### config.mk
export PLATFORM = sky130hd
export DESIGN_NAME = pms_power_mode_selector
export DESIGN_NICKNAME = d
export VERILOG_FILES = /design/src/pms_pkg.sv /design/src/pms_power_mode_selector.sv
export SDC_FILE = /design/constraint.sdc
export NUM_CORES = 1
export LEC_CHECK = 0
export BUFFER_PORTS_ARGS = -buffer_cell sky130_fd_sc_hd__clkbuf_2
export CORE_MARGIN = 2
export CORE_UTILIZATION = 46
export DETAILED_ROUTE_END_ITERATION = 6
export GPL_TIMING_DRIVEN = 0
export PLACE_DENSITY_LB_ADDON = 0.3
export SYNTH_ARGS = -nofsm -noshare
export SYNTH_HDL_FRONTEND = slang
export SYNTH_SLANG_ARGS = --single-unit
### constraint.sdc
create_clock -name CLOCK_I -period 2.4 [get_ports CLOCK_I]
set_input_delay 0.24 -clock CLOCK_I [delete_from_list [all_inputs] [get_ports CLOCK_I]]
set_output_delay 0.24 -clock CLOCK_I [all_outputs]
set_load 0.1 [all_outputs]
### src/pms_pkg.sv
// power mode selector package: register map, field positions, mode codes.
// assumes a 32-bit apb register bus and the 125 MHz system clock.
package pms_pkg;

	localparam int ADDR_W = 12;
	localparam logic [11:0] CTRL_OFS = 12'h000;
	localparam logic [11:0] STAT_OFS = 12'h004;

	// control register fields
	localparam int C_LPR = 0;
	localparam int C_PARTIAL_POWERDOWN_REQUEST = 1;
	localparam int C_WFR = 2;
	localparam int C_VDE = 3;
	localparam int C_VDSE = 4;
	localparam int C_STOP_INSTRUCTION_ENABLE = 5;
	localparam int C_IRSTEN = 6;
	localparam int C_ERSTEN = 7;
	localparam int C_INTERNAL_REF_CLOCK_ENABLE = 8;
	localparam int C_EXTERNAL_REF_CLOCK_ENABLE = 9;
	localparam int C_ACK = 16;
	localparam int CTRL_W = 10;
	localparam logic [9:0] CTRL_RST = 10'h000;

	// status register fields
	localparam int S_MODE = 0;
	localparam int S_LOW_POWER_RUN_STATUS = 3;
	localparam int S_PDWF = 4;
	localparam int S_DBG = 5;

	typedef enum logic [2:0] {
		M_RUN = 3'b000,
		M_LOW_POWER_RUN = 3'b001,
		M_WAIT = 3'b010,
		M_LOW_POWER_WAIT = 3'b011,
		M_RSTOP = 3'b100,
		M_PDSTOP = 3'b101
	} pms_mode_t;

	typedef enum logic [1:0] {
		REG_FULL = 2'b00,
		REG_STANDBY = 2'b01,
		REG_PARTIAL = 2'b10
	} pms_reg_t;

endpackage

### src/pms_power_mode_selector.sv
// power mode selector: run, low power run, wait, low power wait,
// retention stop and powerdown stop, with clock and regulator controls.
// assumes cpu wait/stop/interrupt strobes are one-cycle pulses on CLOCK_I
// and that clock generator and regulator follow the level outputs.
//
// Implementation choices: the APB register port and the placing of the registers.
`timescale 1ns/100ps
`default_nettype none

module pms_power_mode_selector
	import pms_pkg::*;
(
	input wire logic CLOCK_I,
	input wire logic SYS_RST_I,
	input wire logic PSEL_I,
	input wire logic PENABLE_I,
	input wire logic PWRITE_I,
	input wire logic [ADDR_W-1:0] PADDR_I,
	input wire logic [31:0] PWDATA_I,
	output logic [31:0] PRDATA_O,
	output logic PREADY_O,
	output logic PSLVERR_O,
	input wire logic DBG_WR_I,
	input wire logic DBG_ENABLE_I,
	input wire logic WAIT_EXEC_I,
	input wire logic STOP_EXEC_I,
	input wire logic IRQ_I,
	input wire logic STOP_RST_I,
	input wire logic WAKE_PIN_I,
	input wire logic TOD_IRQ_I,
	output logic [2:0] MODE_O,
	output logic CPU_CLK_EN_O,
	output logic PERIPH_CLK_EN_O,
	output logic PERIPH_SLOW_O,
	output logic DEBUG_CLK_EN_O,
	output logic CLKGEN_LOW_POWER_O,
	output logic CLKGEN_STOP_O,
	output logic EXT_REF_CLK_EN_O,
	output logic INT_REF_CLK_EN_O,
	output logic OSC_OUT_EN_O,
	output logic [1:0] REGULATOR_O,
	output logic POWERDOWN_O,
	output logic IRQ_SERVICE_O,
	output logic ILLEGAL_OP_RST_O,
	output logic POR_RESTART_O
);

	////////////////////////////////////////////////////////////////////////
	// state

	pms_mode_t mode_q, mode_d;
	logic [CTRL_W-1:0] ctrl_q, ctrl_d;
	logic dbg_q;
	logic low_power_run_status_q, low_power_run_status_d;
	logic pdwf_q;
	logic [31:0] prdata_q;
	logic pready_q, pslverr_q;
	logic service_q, illegal_q, por_q;
	logic service_d, illegal_d, por_d;

	// debug or detector in stop holds the regulator full in retention stop
	function automatic pms_reg_t reg_for(input pms_mode_t m,
		input logic keep_on);
		unique case (m)
			M_RUN, M_WAIT: reg_for = REG_FULL;
			M_LOW_POWER_RUN, M_LOW_POWER_WAIT: reg_for = REG_STANDBY;
			M_RSTOP: reg_for = keep_on ? REG_FULL : REG_STANDBY;
			M_PDSTOP: reg_for = REG_PARTIAL;
			default: reg_for = REG_FULL;
		endcase
	endfunction

	////////////////////////////////////////////////////////////////////////
	// apb decode

	wire setup = PSEL_I & ~PENABLE_I;
	// a write lands only on the edge that samples ready high
	wire access = PSEL_I & PENABLE_I & pready_q;
	wire hit_ctrl = PADDR_I == CTRL_OFS;
	wire hit_stat = PADDR_I == STAT_OFS;
	wire wr_ctrl = access & PWRITE_I & hit_ctrl;
	wire [31:0] rd_ctrl = {{(32-CTRL_W){1'b0}}, ctrl_q};
	// status is read only: writes to it are dropped without an error
	wire [31:0] rd_stat = {26'h0, dbg_q, pdwf_q, low_power_run_status_q, mode_q};
	wire [31:0] rd_mux = hit_ctrl ? rd_ctrl : (hit_stat ? rd_stat : 32'h0);

	////////////////////////////////////////////////////////////////////////
	// mode conditions

	wire low_power_run_request = ctrl_q[C_LPR];
	wire partial_powerdown_request = ctrl_q[C_PARTIAL_POWERDOWN_REQUEST];
	wire wfr = ctrl_q[C_WFR];
	wire vd_stop = ctrl_q[C_VDE] & ctrl_q[C_VDSE];
	// detector in stop blocks low power run and keeps the regulator on
	wire lp_ok = ~dbg_q & ~vd_stop & low_power_run_request & ~partial_powerdown_request;
	wire pd_ok = ~dbg_q & ~vd_stop & ~low_power_run_request & partial_powerdown_request;
	wire wake_any = STOP_RST_I | IRQ_I;

	// exclusive request bits: powerdown wins a simultaneous first write
	wire w_partial_powerdown_request = PWDATA_I[C_PARTIAL_POWERDOWN_REQUEST] & ~low_power_run_request;
	wire w_lpr = PWDATA_I[C_LPR] & ~partial_powerdown_request & ~w_partial_powerdown_request;

	////////////////////////////////////////////////////////////////////////
	// next mode

	always_comb begin
		mode_d = mode_q;
		service_d = 1'b0;
		illegal_d = 1'b0;
		por_d = 1'b0;
		ctrl_d = ctrl_q;
		if (wr_ctrl) begin
			ctrl_d = PWDATA_I[CTRL_W-1:0];
			ctrl_d[C_PARTIAL_POWERDOWN_REQUEST] = w_partial_powerdown_request;
			ctrl_d[C_LPR] = w_lpr;
		end
		unique case (mode_q)
			M_RUN, M_LOW_POWER_RUN: begin
				if (STOP_EXEC_I && !ctrl_q[C_STOP_INSTRUCTION_ENABLE]) begin
					illegal_d = 1'b1;
					mode_d = M_RUN;
				end else if (STOP_EXEC_I) begin
					// low power run always lands in retention stop
					if (mode_q == M_RUN && pd_ok)
						mode_d = M_PDSTOP;
					else
						mode_d = M_RSTOP;
				end else if (WAIT_EXEC_I) begin
					mode_d = (mode_q == M_LOW_POWER_RUN) ? M_LOW_POWER_WAIT : M_WAIT;
				end else if (mode_q == M_LOW_POWER_RUN && IRQ_I && wfr) begin
					mode_d = M_RUN;
					ctrl_d[C_LPR] = 1'b0;
				end else begin
					mode_d = lp_ok ? M_LOW_POWER_RUN : M_RUN;
				end
			end
			M_WAIT: begin
				if (wake_any) begin
					mode_d = M_RUN;
					service_d = IRQ_I & ~STOP_RST_I;
				end
			end
			M_LOW_POWER_WAIT, M_RSTOP: begin
				if (STOP_RST_I) begin
					mode_d = M_RUN;
					// drop the request, or run slides back to low power
					ctrl_d[C_LPR] = 1'b0;
				end else if (IRQ_I) begin
					service_d = 1'b1;
					if (low_power_run_status_q && !wfr) begin
						mode_d = M_LOW_POWER_RUN;
					end else begin
						mode_d = M_RUN;
						ctrl_d[C_LPR] = 1'b0;
					end
				end
			end
			M_PDSTOP: begin
				if (WAKE_PIN_I || TOD_IRQ_I) begin
					// restart as power-on; power control bits survive
					mode_d = M_RUN;
					por_d = 1'b1;
					ctrl_d[C_STOP_INSTRUCTION_ENABLE] = 1'b0;
					ctrl_d[C_IRSTEN] = 1'b0;
					ctrl_d[C_ERSTEN] = 1'b0;
					ctrl_d[C_INTERNAL_REF_CLOCK_ENABLE] = 1'b0;
					ctrl_d[C_EXTERNAL_REF_CLOCK_ENABLE] = 1'b0;
				end
			end
			default: mode_d = M_RUN;
		endcase
	end

	// status tracks low power run through wait and retention stop
	assign low_power_run_status_d = (mode_d == M_LOW_POWER_RUN) || (mode_d == M_LOW_POWER_WAIT) ||
		(mode_d == M_RSTOP && (low_power_run_status_q || mode_q == M_LOW_POWER_RUN));

	////////////////////////////////////////////////////////////////////////
	// output decode

	wire in_stop = (mode_d == M_RSTOP) || (mode_d == M_PDSTOP);
	wire in_lp = (mode_d == M_LOW_POWER_RUN) || (mode_d == M_LOW_POWER_WAIT);
	wire cpu_on = (mode_d == M_RUN) || (mode_d == M_LOW_POWER_RUN);
	// references run on in stop only where their stop enable is set
	wire ext_on = ctrl_d[C_EXTERNAL_REF_CLOCK_ENABLE] & (~in_stop | ctrl_d[C_ERSTEN]);
	wire int_on = ctrl_d[C_INTERNAL_REF_CLOCK_ENABLE] & (~in_stop | ctrl_d[C_IRSTEN]);
	// powerdown keeps only the oscillator, for the counter and display
	wire pd_next = mode_d == M_PDSTOP;
	wire dbg_d = DBG_WR_I ? DBG_ENABLE_I : dbg_q;
	wire keep_d = dbg_d | (ctrl_d[C_VDE] & ctrl_d[C_VDSE]);

	////////////////////////////////////////////////////////////////////////
	// registers

	always_ff @(posedge CLOCK_I) begin
		if (SYS_RST_I) begin
			mode_q <= M_RUN;
			ctrl_q <= CTRL_RST;
			low_power_run_status_q <= 1'b0;
			service_q <= 1'b0;
			illegal_q <= 1'b0;
			por_q <= 1'b0;
		end else begin
			mode_q <= mode_d;
			ctrl_q <= ctrl_d;
			low_power_run_status_q <= low_power_run_status_d;
			service_q <= service_d;
			illegal_q <= illegal_d;
			por_q <= por_d;
		end
	end

	// only the debug port reaches this bit
	always_ff @(posedge CLOCK_I) begin
		if (SYS_RST_I)
			dbg_q <= 1'b0;
		else
			dbg_q <= dbg_d;
	end

	// wake sets and wins over a same-cycle acknowledge
	always_ff @(posedge CLOCK_I) begin
		if (SYS_RST_I)
			pdwf_q <= 1'b0;
		else if (por_d)
			pdwf_q <= 1'b1;
		else if (wr_ctrl && PWDATA_I[C_ACK])
			pdwf_q <= 1'b0;
	end

	// zero wait states: ready answers the setup cycle
	always_ff @(posedge CLOCK_I) begin
		if (SYS_RST_I) begin
			pready_q <= 1'b0;
			pslverr_q <= 1'b0;
			prdata_q <= 32'h0;
		end else begin
			pready_q <= setup;
			pslverr_q <= setup & ~hit_ctrl & ~hit_stat;
			prdata_q <= (setup & ~PWRITE_I) ? rd_mux : 32'h0;
		end
	end

	// clock and regulator controls, registered from the next mode
	always_ff @(posedge CLOCK_I) begin
		if (SYS_RST_I) begin
			CPU_CLK_EN_O <= 1'b1;
			PERIPH_CLK_EN_O <= 1'b1;
			PERIPH_SLOW_O <= 1'b0;
			CLKGEN_LOW_POWER_O <= 1'b0;
			CLKGEN_STOP_O <= 1'b0;
			EXT_REF_CLK_EN_O <= 1'b0;
			INT_REF_CLK_EN_O <= 1'b0;
			OSC_OUT_EN_O <= 1'b0;
			REGULATOR_O <= REG_FULL;
			POWERDOWN_O <= 1'b0;
			DEBUG_CLK_EN_O <= 1'b0;
		end else begin
			CPU_CLK_EN_O <= cpu_on;
			PERIPH_CLK_EN_O <= ~in_stop;
			PERIPH_SLOW_O <= in_lp;
			CLKGEN_LOW_POWER_O <= in_lp;
			CLKGEN_STOP_O <= in_stop;
			EXT_REF_CLK_EN_O <= ext_on & ~pd_next;
			INT_REF_CLK_EN_O <= int_on & ~pd_next;
			OSC_OUT_EN_O <= ext_on;
			REGULATOR_O <= reg_for(mode_d, keep_d);
			POWERDOWN_O <= pd_next;
			DEBUG_CLK_EN_O <= dbg_d;
		end
	end

	assign MODE_O = mode_q;
	assign PRDATA_O = prdata_q;
	assign PREADY_O = pready_q;
	assign PSLVERR_O = pslverr_q;
	assign IRQ_SERVICE_O = service_q;
	assign ILLEGAL_OP_RST_O = illegal_q;
	assign POR_RESTART_O = por_q;

endmodule

`default_nettype wire

**Word level (Yosys, flattened, before mapping)**

Cells that the tools add are included.

- Equal/unequal tests: 10
- Muxes and demuxes: 38
- Bitwise operators: 41
- Reduce and logical (&&, ||, !) cells: 25

Operators by type and width:

| cell | count |
|---|---|
| $and A1 B1 Y1 | 23 |
| $mux W1 | 22 |
| $mux W10 | 2 |
| $mux W3 | 6 |
| $not A1 Y1 | 14 |
| $eq A12 B3 Y1 const B | 1 |
| $eq A3 B3 Y1 const B | 4 |
| $logic_not A12 Y1 | 1 |
| $pmux W3 S4 | 1 |
| $mux W5 | 2 |
| $reduce_or A2 Y1 | 5 |
| $eq A3 B2 Y1 const B | 3 |
| $logic_and A1 B1 Y1 | 7 |
| $eq A3 B1 Y1 const B | 2 |
| $logic_not A3 Y1 | 2 |
| $logic_or A1 B1 Y1 | 6 |
| $mux W6 | 1 |
| $pmux W2 S3 | 1 |
| $or A1 B1 Y1 | 4 |
| $pmux W1 S2 | 2 |
| $reduce_or A3 Y1 | 1 |
| $logic_not A1 Y1 | 2 |
| $mux W2 | 1 |
| $reduce_bool A2 Y1 | 1 |

- Flip-flop bits (word level): 63
- Input port bits: 57
- Output and inout bits: 52
- Word-level logic and storage cells: 136

**Logic depth before layout (Yosys ltp)**

Gate-level depths: netlist of the first run.

- Depth in word-level cells: 17
- Depth in mapped cells: 7
- Depth with buffers taken out: 6

**Least setup slack after synthesis of the first run**

Ideal clock, no wire load.

- Kind: reg2reg
- Start point: register mode_q[2] (netlist: MODE_O[2])
- End point: register INT_REF_CLK_EN_O
- Setup time: 0.115 ns
- Data arrival time: 2.252 ns
- Required time: 2.285 ns
- Path slack: 0.032 ns
- Cell stages (with the launch flop): 8
- Buffers on the path: 1
- Clock period less this slack: 2.368 ns
- Path through: dfxtp_1 > buf_2 > nand2b_1 > o31ai_1 > a211o_1 > o311a_2 > nand2b_1 > and3_1

- Word-level cells in the longest chain between the ends: 14
- Elaborated cells between the ends (all ways): 31
- Those cells by class: eq/ne (7); mux (12); bitwise (5); reduce/logical (7)

Ends and longest elaborated chain:

| what | RTL line | text |
|---|---|---|
| start, declared | pms_power_mode_selector.sv:51 | `pms_mode_t mode_q, mode_d;` |
| start signal, assigned | pms_power_mode_selector.sv:204 | `mode_q <= mode_d;` |
| $eq A3 B1 Y1 | pms_power_mode_selector.sv:117, pms_power_mode_selector.sv:129, pms_power_mode_selector.sv:130 |  |
| $logic_and A1 B1 Y1 (2 in a row) | pms_power_mode_selector.sv:130 | `end else if (mode_q == M_LOW_POWER_RUN && IRQ_I && wfr) begin` |
| $mux W1 | pms_power_mode_selector.sv:130 |  |
| $mux W2 | pms_power_mode_selector.sv:128 | `end else if (WAIT_EXEC_I) begin` |
| $mux W3 | pms_power_mode_selector.sv:122 | `end else if (STOP_EXEC_I) begin` |
| $mux W3 | pms_power_mode_selector.sv:119 | `if (STOP_EXEC_I && !ctrl_q[C_STOP_INSTRUCTION_ENABLE]) begin` |
| $pmux W3 S4 | pms_power_mode_selector.sv:117 | `unique case (mode_q)` |
| $eq A3 B3 Y1 (on tied branches) | pms_power_mode_selector.sv:181, pms_power_mode_selector.sv:188 |  |
| $logic_or A1 B1 Y1 | pms_power_mode_selector.sv:181 | `wire in_stop = (mode_d == M_RSTOP) \|\| (mode_d == M_PDSTOP);` |
| $not A1 Y1 | pms_power_mode_selector.sv:186 | `wire int_on = ctrl_d[C_INTERNAL_REF_CLOCK_ENABLE] & (~in_stop \| ctrl_d[C_IRSTEN]);` |
| $or A1 B1 Y1 | pms_power_mode_selector.sv:186 |  |
| $and A1 B1 Y1 | pms_power_mode_selector.sv:186 |  |
| $and A1 B1 Y1 (*) | pms_power_mode_selector.sv:265 | `INT_REF_CLK_EN_O <= int_on & ~pd_next;` |
| end signal, assigned | pms_power_mode_selector.sv:265 |  |
| end, declared | pms_power_mode_selector.sv:39 | `output logic INT_REF_CLK_EN_O,` |

Every way passes the cells marked *; elsewhere a longest branch is shown, timed or not.
A chain may end at the register's enable or synchronous reset.

**Worst setup path after layout of the first run**

- Start point: register mode_q[0] (netlist: MODE_O[0])
- End point: register INT_REF_CLK_EN_O

The elaborated chain is that of the path after synthesis.

==> results.md, run 1 <==
* Post-route antenna net violation count at 0
* WP data arrival at 2090 ps
* Switching power at 0.458 mW
* Count leader, synth: dfxtp_1
* HP Class: in2reg
* Antenna Cells at 0
* H-tree depth at 2
* Starting Density at 0.487
* Worst hold path stage count at 3
* CTS Buf Count at 5
* Final min period at 1910 ps
* Register area at 821 um^2
* DP Wirelength at 3180 um
* Inst Count DP at 330
* Multi-input combinational cell area at 842 um^2
* Final cell count without fillers at 338
* Seq/Total Area, Yosys at 0.454
* Asr flop ratio synth at 0
* EDFF count, synth at 0
* Chip Height at 66.7 um
* Clk pwr share at 0.305
* CTS root buf: clkbuf_8
* Clock Tree Buf Depth at 2
* Setup-failing EPs final at 0
* Fill cells at 350
* Pwr per Cell Area at 599 nW/um^2
* Post-Syn Instances at 196
* Max Clk Rate at 525 MHz
* Outcome: finished, final reports clean
* Crit end category: register
* Internal at 0.953 mW
* Worst-Skew Late Latency at 290 ps
* Leakage at 1.13 nW
* Initial antenna violation count at 0
* Drt pass-1 iters at 4
* Post-CTS resize count at 0
* Fin crit share at 0.794
* Yosys cell types at 46
* Most frequent cells after synthesis: 41 x dfxtp_1, 23 x buf_4, 17 x nand2_1, 16 x nor2_1, 10 x a21oi_1
* CORE AREA at 3720 um^2
* Ys flop type: dfxtp_1
* Vias per inst at 4.80
* CP Launch Type: register
* Final #Nets at 346
* CTS Hold Bufs at 0
* Final Slew Violations at 0
* Vias at 1621
* Layout cell share with drive strength beyond 1 at 0.383
* Area delta synth->final at 30.1%
* Netlist Area Pre-Place at 1810 um^2
* Post-CTS setup buffer count at 0
* GRT Total Usage at 0.190
* VDD IR max at 406 uV
* Ranking of synthesized cells by area: dfxtp_1 45%, buf_4 9.5%, nand2_1 3.5%
* Avg Inst Size Synth at 9.23 um^2
* Gate power share at 0.207
* Routed WL at 3980 um
* Critical Path Fanout Max at 10
* GPL Wtd Cong at 0.829
* WS Path Type: reg2reg
* RSZ-0062 raised after global routing: false
* Top cell type's share of synthesized area at 0.454
* CTS clk-pin slew, worst paths at 70 ps
* Grt ovf at 0
* Io pins at 109
* Post-route DRC at 0
* CP required at 2580 ps
* Largest net degree at the start of global routing at 12
* Sink Count at 41
* Placement row count at 22
* Switching part of the total at 0.325
* Worst slew margin relative to its limit at 0.459
* Sequential power share at 0.488
* First DRT Iteration DRCs at 81
* # port buffers at 65
* First-pass GRT wire length at 6410 um
* Mean routed wirelength per cell at 11.8 um
* Setup TNS at 0 ps
* Skew final at 2.65 ps
* Count of final hold-check violations at 0
* Area leader, netlist: dfxtp_1
* Vias in the first global route at 1416
* CTS tree: built
* Chip width at 66.7 um
* FF+latch count, synth at 41
* Max Cap Viol at 0
* Reg2Reg Depth at 7
* Worst Max-Slew Pin Slew at 805 ps
* Die area at 4450 um^2
* Yosys warns at 0
-- placed cells by master (no fill, tap or decap), types with 2 or more instances in the layout --
master	synthesis	routed
clkbuf_1	3	6
nor2b_1	2	2
nand2b_1	9	9
buf_4	23	23
o21ai_0	3	3
clkbuf_2	0	65
a21oi_2	2	2
a21oi_1	10	10
dfxtp_1	41	41
and3_1	2	2
or2_2	2	2
o21a_1	4	4
nand4_1	2	2
clkbuf_8	0	5
nor3_4	2	2
nor2_1	16	16
and2_1	5	5
nor4_2	3	3
inv_1	4	4
mux2i_1	3	3
buf_2	3	3
nand3_1	2	2
nor3_1	9	9
conb_1	1	22
nand2_1	17	17
a22o_1	6	6
-- logic make-up after synthesis --
group | after synthesis | synth area share
AOI/OAI and AO/OA | 38 | 0.151
muxes | 3 | 0.0166
DFF | 41 | 0.454
and+or+nand+nor | 79 | 0.252
other | 1 | 0.00207
buffers and inverters | 34 | 0.124
-- power by group through the flow --
stage / Sequential, mW / Clock (mW) / Combinational [mW]
floorplan: 0.741 / 0 / 0.205
global placement: 0.704 / 0 / 0.290
detailed placement: 0.704 / 0 / 0.291
CTS: 0.688 / 0.434 / 0.291
global route: 0.689 / 0.472 / 0.305
finish: 0.688 / 0.430 / 0.293
-- routing by layer --
layer  GRT usage  vias up  wire (um)
met5           0        -          0
met4      0.0587        0         36
met3      0.0456        4        204
met2       0.333       47       2040
met1       0.229      750       1700
li1            -      820          -
-- per-stage QoR --
stage / util / setup WS, ps / cell area, um^2 / hold slack, ps / total power, mW
floorplan: - / 32.1 / 1890 / 358 / 0.945
global placement: 0.612 / 530 / 2270 / 440 / 0.994
detailed placement: 0.612 / 516 / 2270 / 440 / 0.995
CTS: 0.633 / 499 / 2350 / 179 / 1.41
global route: 0.633 / 352 / 2350 / 192 / 1.47
finish: 0.633 / 494 / 2350 / 179 / 1.41
-- path summary, 6_finish.rpt --
check	from	end	slack (ps)
min	PWDATA_I[2]	ctrl_q[2]$_SDFFE_PP0P_	180
min reg2reg	ctrl_q[6]$_SDFF_PP0_	PRDATA_O[6]$_SDFF_PP0_	460
max reg2reg	MODE_O[0]$_SDFF_PP0_	INT_REF_CLK_EN_O$_SDFF_PP0_	490
max	MODE_O[0]$_SDFF_PP0_	INT_REF_CLK_EN_O$_SDFF_PP0_	490
-- state kept, by name (all words and copies together), names as in the netlist, 2 cells and up --
name / flops
MODE_O: 3
PRDATA_O: 10
REGULATOR_O: 2
ctrl_q: 10
-- area by class of cell --
type | instances | share of cell area
clock buffers | 8 | 0.0340
inverters | 4 | 0.00638
flip-flops and latches | 41 | 0.349
multi-input cells | 142 | 0.358
well taps | 48 | 0.0255
repair buffers | 65 | 0.138
plain buffers | 30 | 0.0893
-- worst max-delay path: stages (launching register included) --
cell and delay (ps):
dfxtp_1 360, clkbuf_1 340, inv_1 140, nor2_1 120, a32oi_1 60, o311a_2 430
nand2b_1 180, and3_1 160
Power figures use the tool's default switching activity.
==> run 2: changes to the inputs <==
--- a/config.mk
+++ b/config.mk
@@ -5,9 +5,10 @@
 export SDC_FILE = /design/constraint.sdc
 export NUM_CORES = 1
 export LEC_CHECK = 0
+export ABC_AREA = 1
 export BUFFER_PORTS_ARGS = -buffer_cell sky130_fd_sc_hd__clkbuf_2
 export CORE_MARGIN = 2
-export CORE_UTILIZATION = 46
+export CORE_UTILIZATION = 44
 export DETAILED_ROUTE_END_ITERATION = 6
 export GPL_TIMING_DRIVEN = 0
 export PLACE_DENSITY_LB_ADDON = 0.3
==> constraint.sdc (replaced) <==
create_clock -name CLOCK_I -period 1.9 [get_ports CLOCK_I]
set_input_delay 0.19 -clock CLOCK_I [delete_from_list [all_inputs] [get_ports CLOCK_I]]
set_output_delay 0.19 -clock CLOCK_I [all_outputs]
set_load 0.1 [all_outputs]
==> run 2 against run 1 <==
Net effect:
- clock skew grew 4.3 ps
- clock-buffer cell count shrank 1
- critical path type unchanged
- critical endpoint is now EXT_REF_CLK_EN_O$_SDFF_PP0_
- critical path depth grew 2
==> results.md, run 2 <==
* Layout cell share with drive strength beyond 1 at 0.362
* Vias in the first global route at 1707
* Final min period at 1500 ps
* GRT Total Usage at 0.188
* # port buffers at 65
* Vias at 1798
* RR Endpoint: EXT_REF_CLK_EN_O$_SDFF_PP0_
* CP required at 2080 ps
* CTS Hold Bufs at 0
* Asr flop ratio synth at 0
* Total power draw at 1.98 mW
* Critical Path Fanout Max at 8
* Crit-path cells: buf_4 -> nor2_2 -> nand2_1 -> nor2_1 -> inv_1 -> nand3_1 -> nand2_1 -> nand2_1 -> nor2_1
* Antenna Cells at 0
* Area delta synth->final at 30.5%
* Worst path max stage delay at 320 ps
* Setup-failing EPs final at 0
* Outcome: finished, final reports clean
* CTS root buf: clkbuf_8
* Largest net degree at the start of global routing at 13
* First-pass GRT wire length at 7450 um
* CORE AREA at 4290 um^2
* Avg Inst Size Synth at 7.54 um^2
* Initial antenna violation count at 0
* Worst reg2reg startpoint: MODE_O[1]$_SDFF_PP0_
* First DRT Iteration DRCs at 58
* Chip Height at 70.3 um
* Final Slew Violations at 0
* R2R setup slack at 400 ps
* CP Depth at 9
* Top cell type's share of synthesized area at 0.424
* Io pins at 109
* Vias per inst at 4.46
* Crit path buf inv count at 2
* GPL Wtd Cong at 0.821
* Netlist Area Pre-Place at 1940 um^2
* Fin crit share at 0.788
* Most common cell after layout, fill and taps aside: clkbuf_2
* Skew final at 6.98 ps
* Setup TNS at 0 ps
* Most frequent cells after synthesis: 44 x nand2_1, 41 x dfxtp_1, 34 x nor2_1, 27 x inv_1, 25 x buf_4
* Crit path top cell by count: nand2_1
* Starting Density at 0.451
* Count leader, synth: nand2_1
* Leakage at 1.33 nW
* Setup Slack @ Placement at 421 ps
* End point of the critical path: EXT_REF_CLK_EN_O$_SDFF_PP0_
* WP data arrival at 1680 ps
* Worst Max-Slew Pin Slew at 552 ps
* CTS Buf Count at 5
* Post-route antenna net violation count at 0
* WS Path Type: reg2reg
* Yosys cell types at 33
* Max Cap Viol at 0
* Worst Setup SP: MODE_O[1]$_SDFF_PP0_
* Post-CTS setup buffer count at 0
* CP Launch Type: register
* Post-route DRC at 0
* Max Clk Rate at 668 MHz
* Worst-Skew Late Latency at 290 ps
* Slowest-stage cell, CP: dfxtp_2
* H-tree depth at 2
* Fill cells at 436
* Count of final hold-check violations at 0
* DP Wirelength at 3530 um
* HP Class: in2reg
* Area leader, netlist: dfxtp_1
* Mean routed wirelength per cell at 10.8 um
* Yosys warns at 0
* Most frequent cells in the layout: 65 x clkbuf_2, 44 x nand2_1, 37 x dfxtp_1
* Final #Nets at 407
* Chip width at 70.3 um
* CP top delay family: simple AND/OR/NAND/NOR gates
* Reg2Reg Depth at 9
* Crit end category: register
* Die area at 4950 um^2
* Clock Tree Buf Depth at 2
* CTS tree: built
* Post-Syn Instances at 257
* RSZ-0062 raised after global routing: false
* Drt pass-1 iters at 4
* Sink Count at 41
* EDFF count, synth at 0
* Seq/Total Area, Yosys at 0.424
* CTS clk-pin slew, worst paths at 80 ps
* FF+latch count, synth at 41
* Ranking of synthesized cells by area: dfxtp_1 42%, buf_4 9.7%, nand2_1 8.5%
* Post-CTS resize count at 0
* Pwr per Cell Area at 783 nW/um^2
* Setup ws final at 403 ps
* Worst slew margin relative to its limit at 0.633
* Grt ovf at 0
* VDD IR max at 506 uV
* Placement row count at 24
* Ys flop type: dfxtp_1
* Routed WL at 4350 um
run 2: kinds of logic after synthesis:
group           share of synthesized area
simple gates                        0.331
flops                               0.424
other cells                       0.00194
compound gates                     0.0704
buf+inv                             0.172
run 2: worst min path at each step:
| stage | slack, ps | cells after the start | to | startpoint |
|---|---|---|---|---|
| after floorplan | 260 | 1 | MODE_O[1]$_SDFF_PP0_ | SYS_RST_I |
| after global placement | 430 | 2 | PRDATA_O[7]$_SDFF_PP0_ | ctrl_q[7]$_SDFF_PP0_ |
| after detailed placement | 430 | 2 | PRDATA_O[9]$_SDFF_PP0_ | ctrl_q[9]$_SDFF_PP0_ |
| after CTS | 140 | 2 | MODE_O[1]$_SDFF_PP0_ | SYS_RST_I |
| after global routing | 150 | 2 | MODE_O[1]$_SDFF_PP0_ | SYS_RST_I |
| final | 140 | 2 | MODE_O[1]$_SDFF_PP0_ | SYS_RST_I |
run 2: area by class of cell:
cell class	instances	area (um^2)	share of cell area
clock buffers	7	86.3	0.0342
clock inverters	1	30.0	0.0119
repair buffers	65	325	0.129
flip-flops and latches	41	826	0.327
multi-input cells	175	861	0.341
well taps	52	65.1	0.0257
plain buffers	28	206	0.0817
inverters	34	128	0.0505
run 2: metrics by stage:
step | hold slack (ps) | utilization | instances | instance area (um^2)
2_1_floorplan | 264 | - | 278 | 2020
3_3_place_gp | 431 | 0.561 | 395 | 2410
3_5_place_dp | 429 | 0.561 | 395 | 2410
4_1_cts | 143 | 0.589 | 403 | 2530
5_1_grt | 152 | 0.589 | 403 | 2530
6_report | 142 | 0.589 | 403 | 2530
run 2: per-layer routing:
metal	track usage	up-vias	routed length, um
met5	0	-	0
met4	0.0577	0	36
met3	0.0476	2	273
met2	0.312	61	2040
met1	0.238	783	2000
li1	-	952	-
run 2: report_power, final:
part           internal, mW  leakage (nW)  switching [mW]  total, mW
clock                 0.428        0.0585           0.287      0.715
sequential            0.866         0.333         0.00330      0.869
combinational        0.0824         0.935           0.311      0.393
total                  1.38          1.33           0.601       1.98
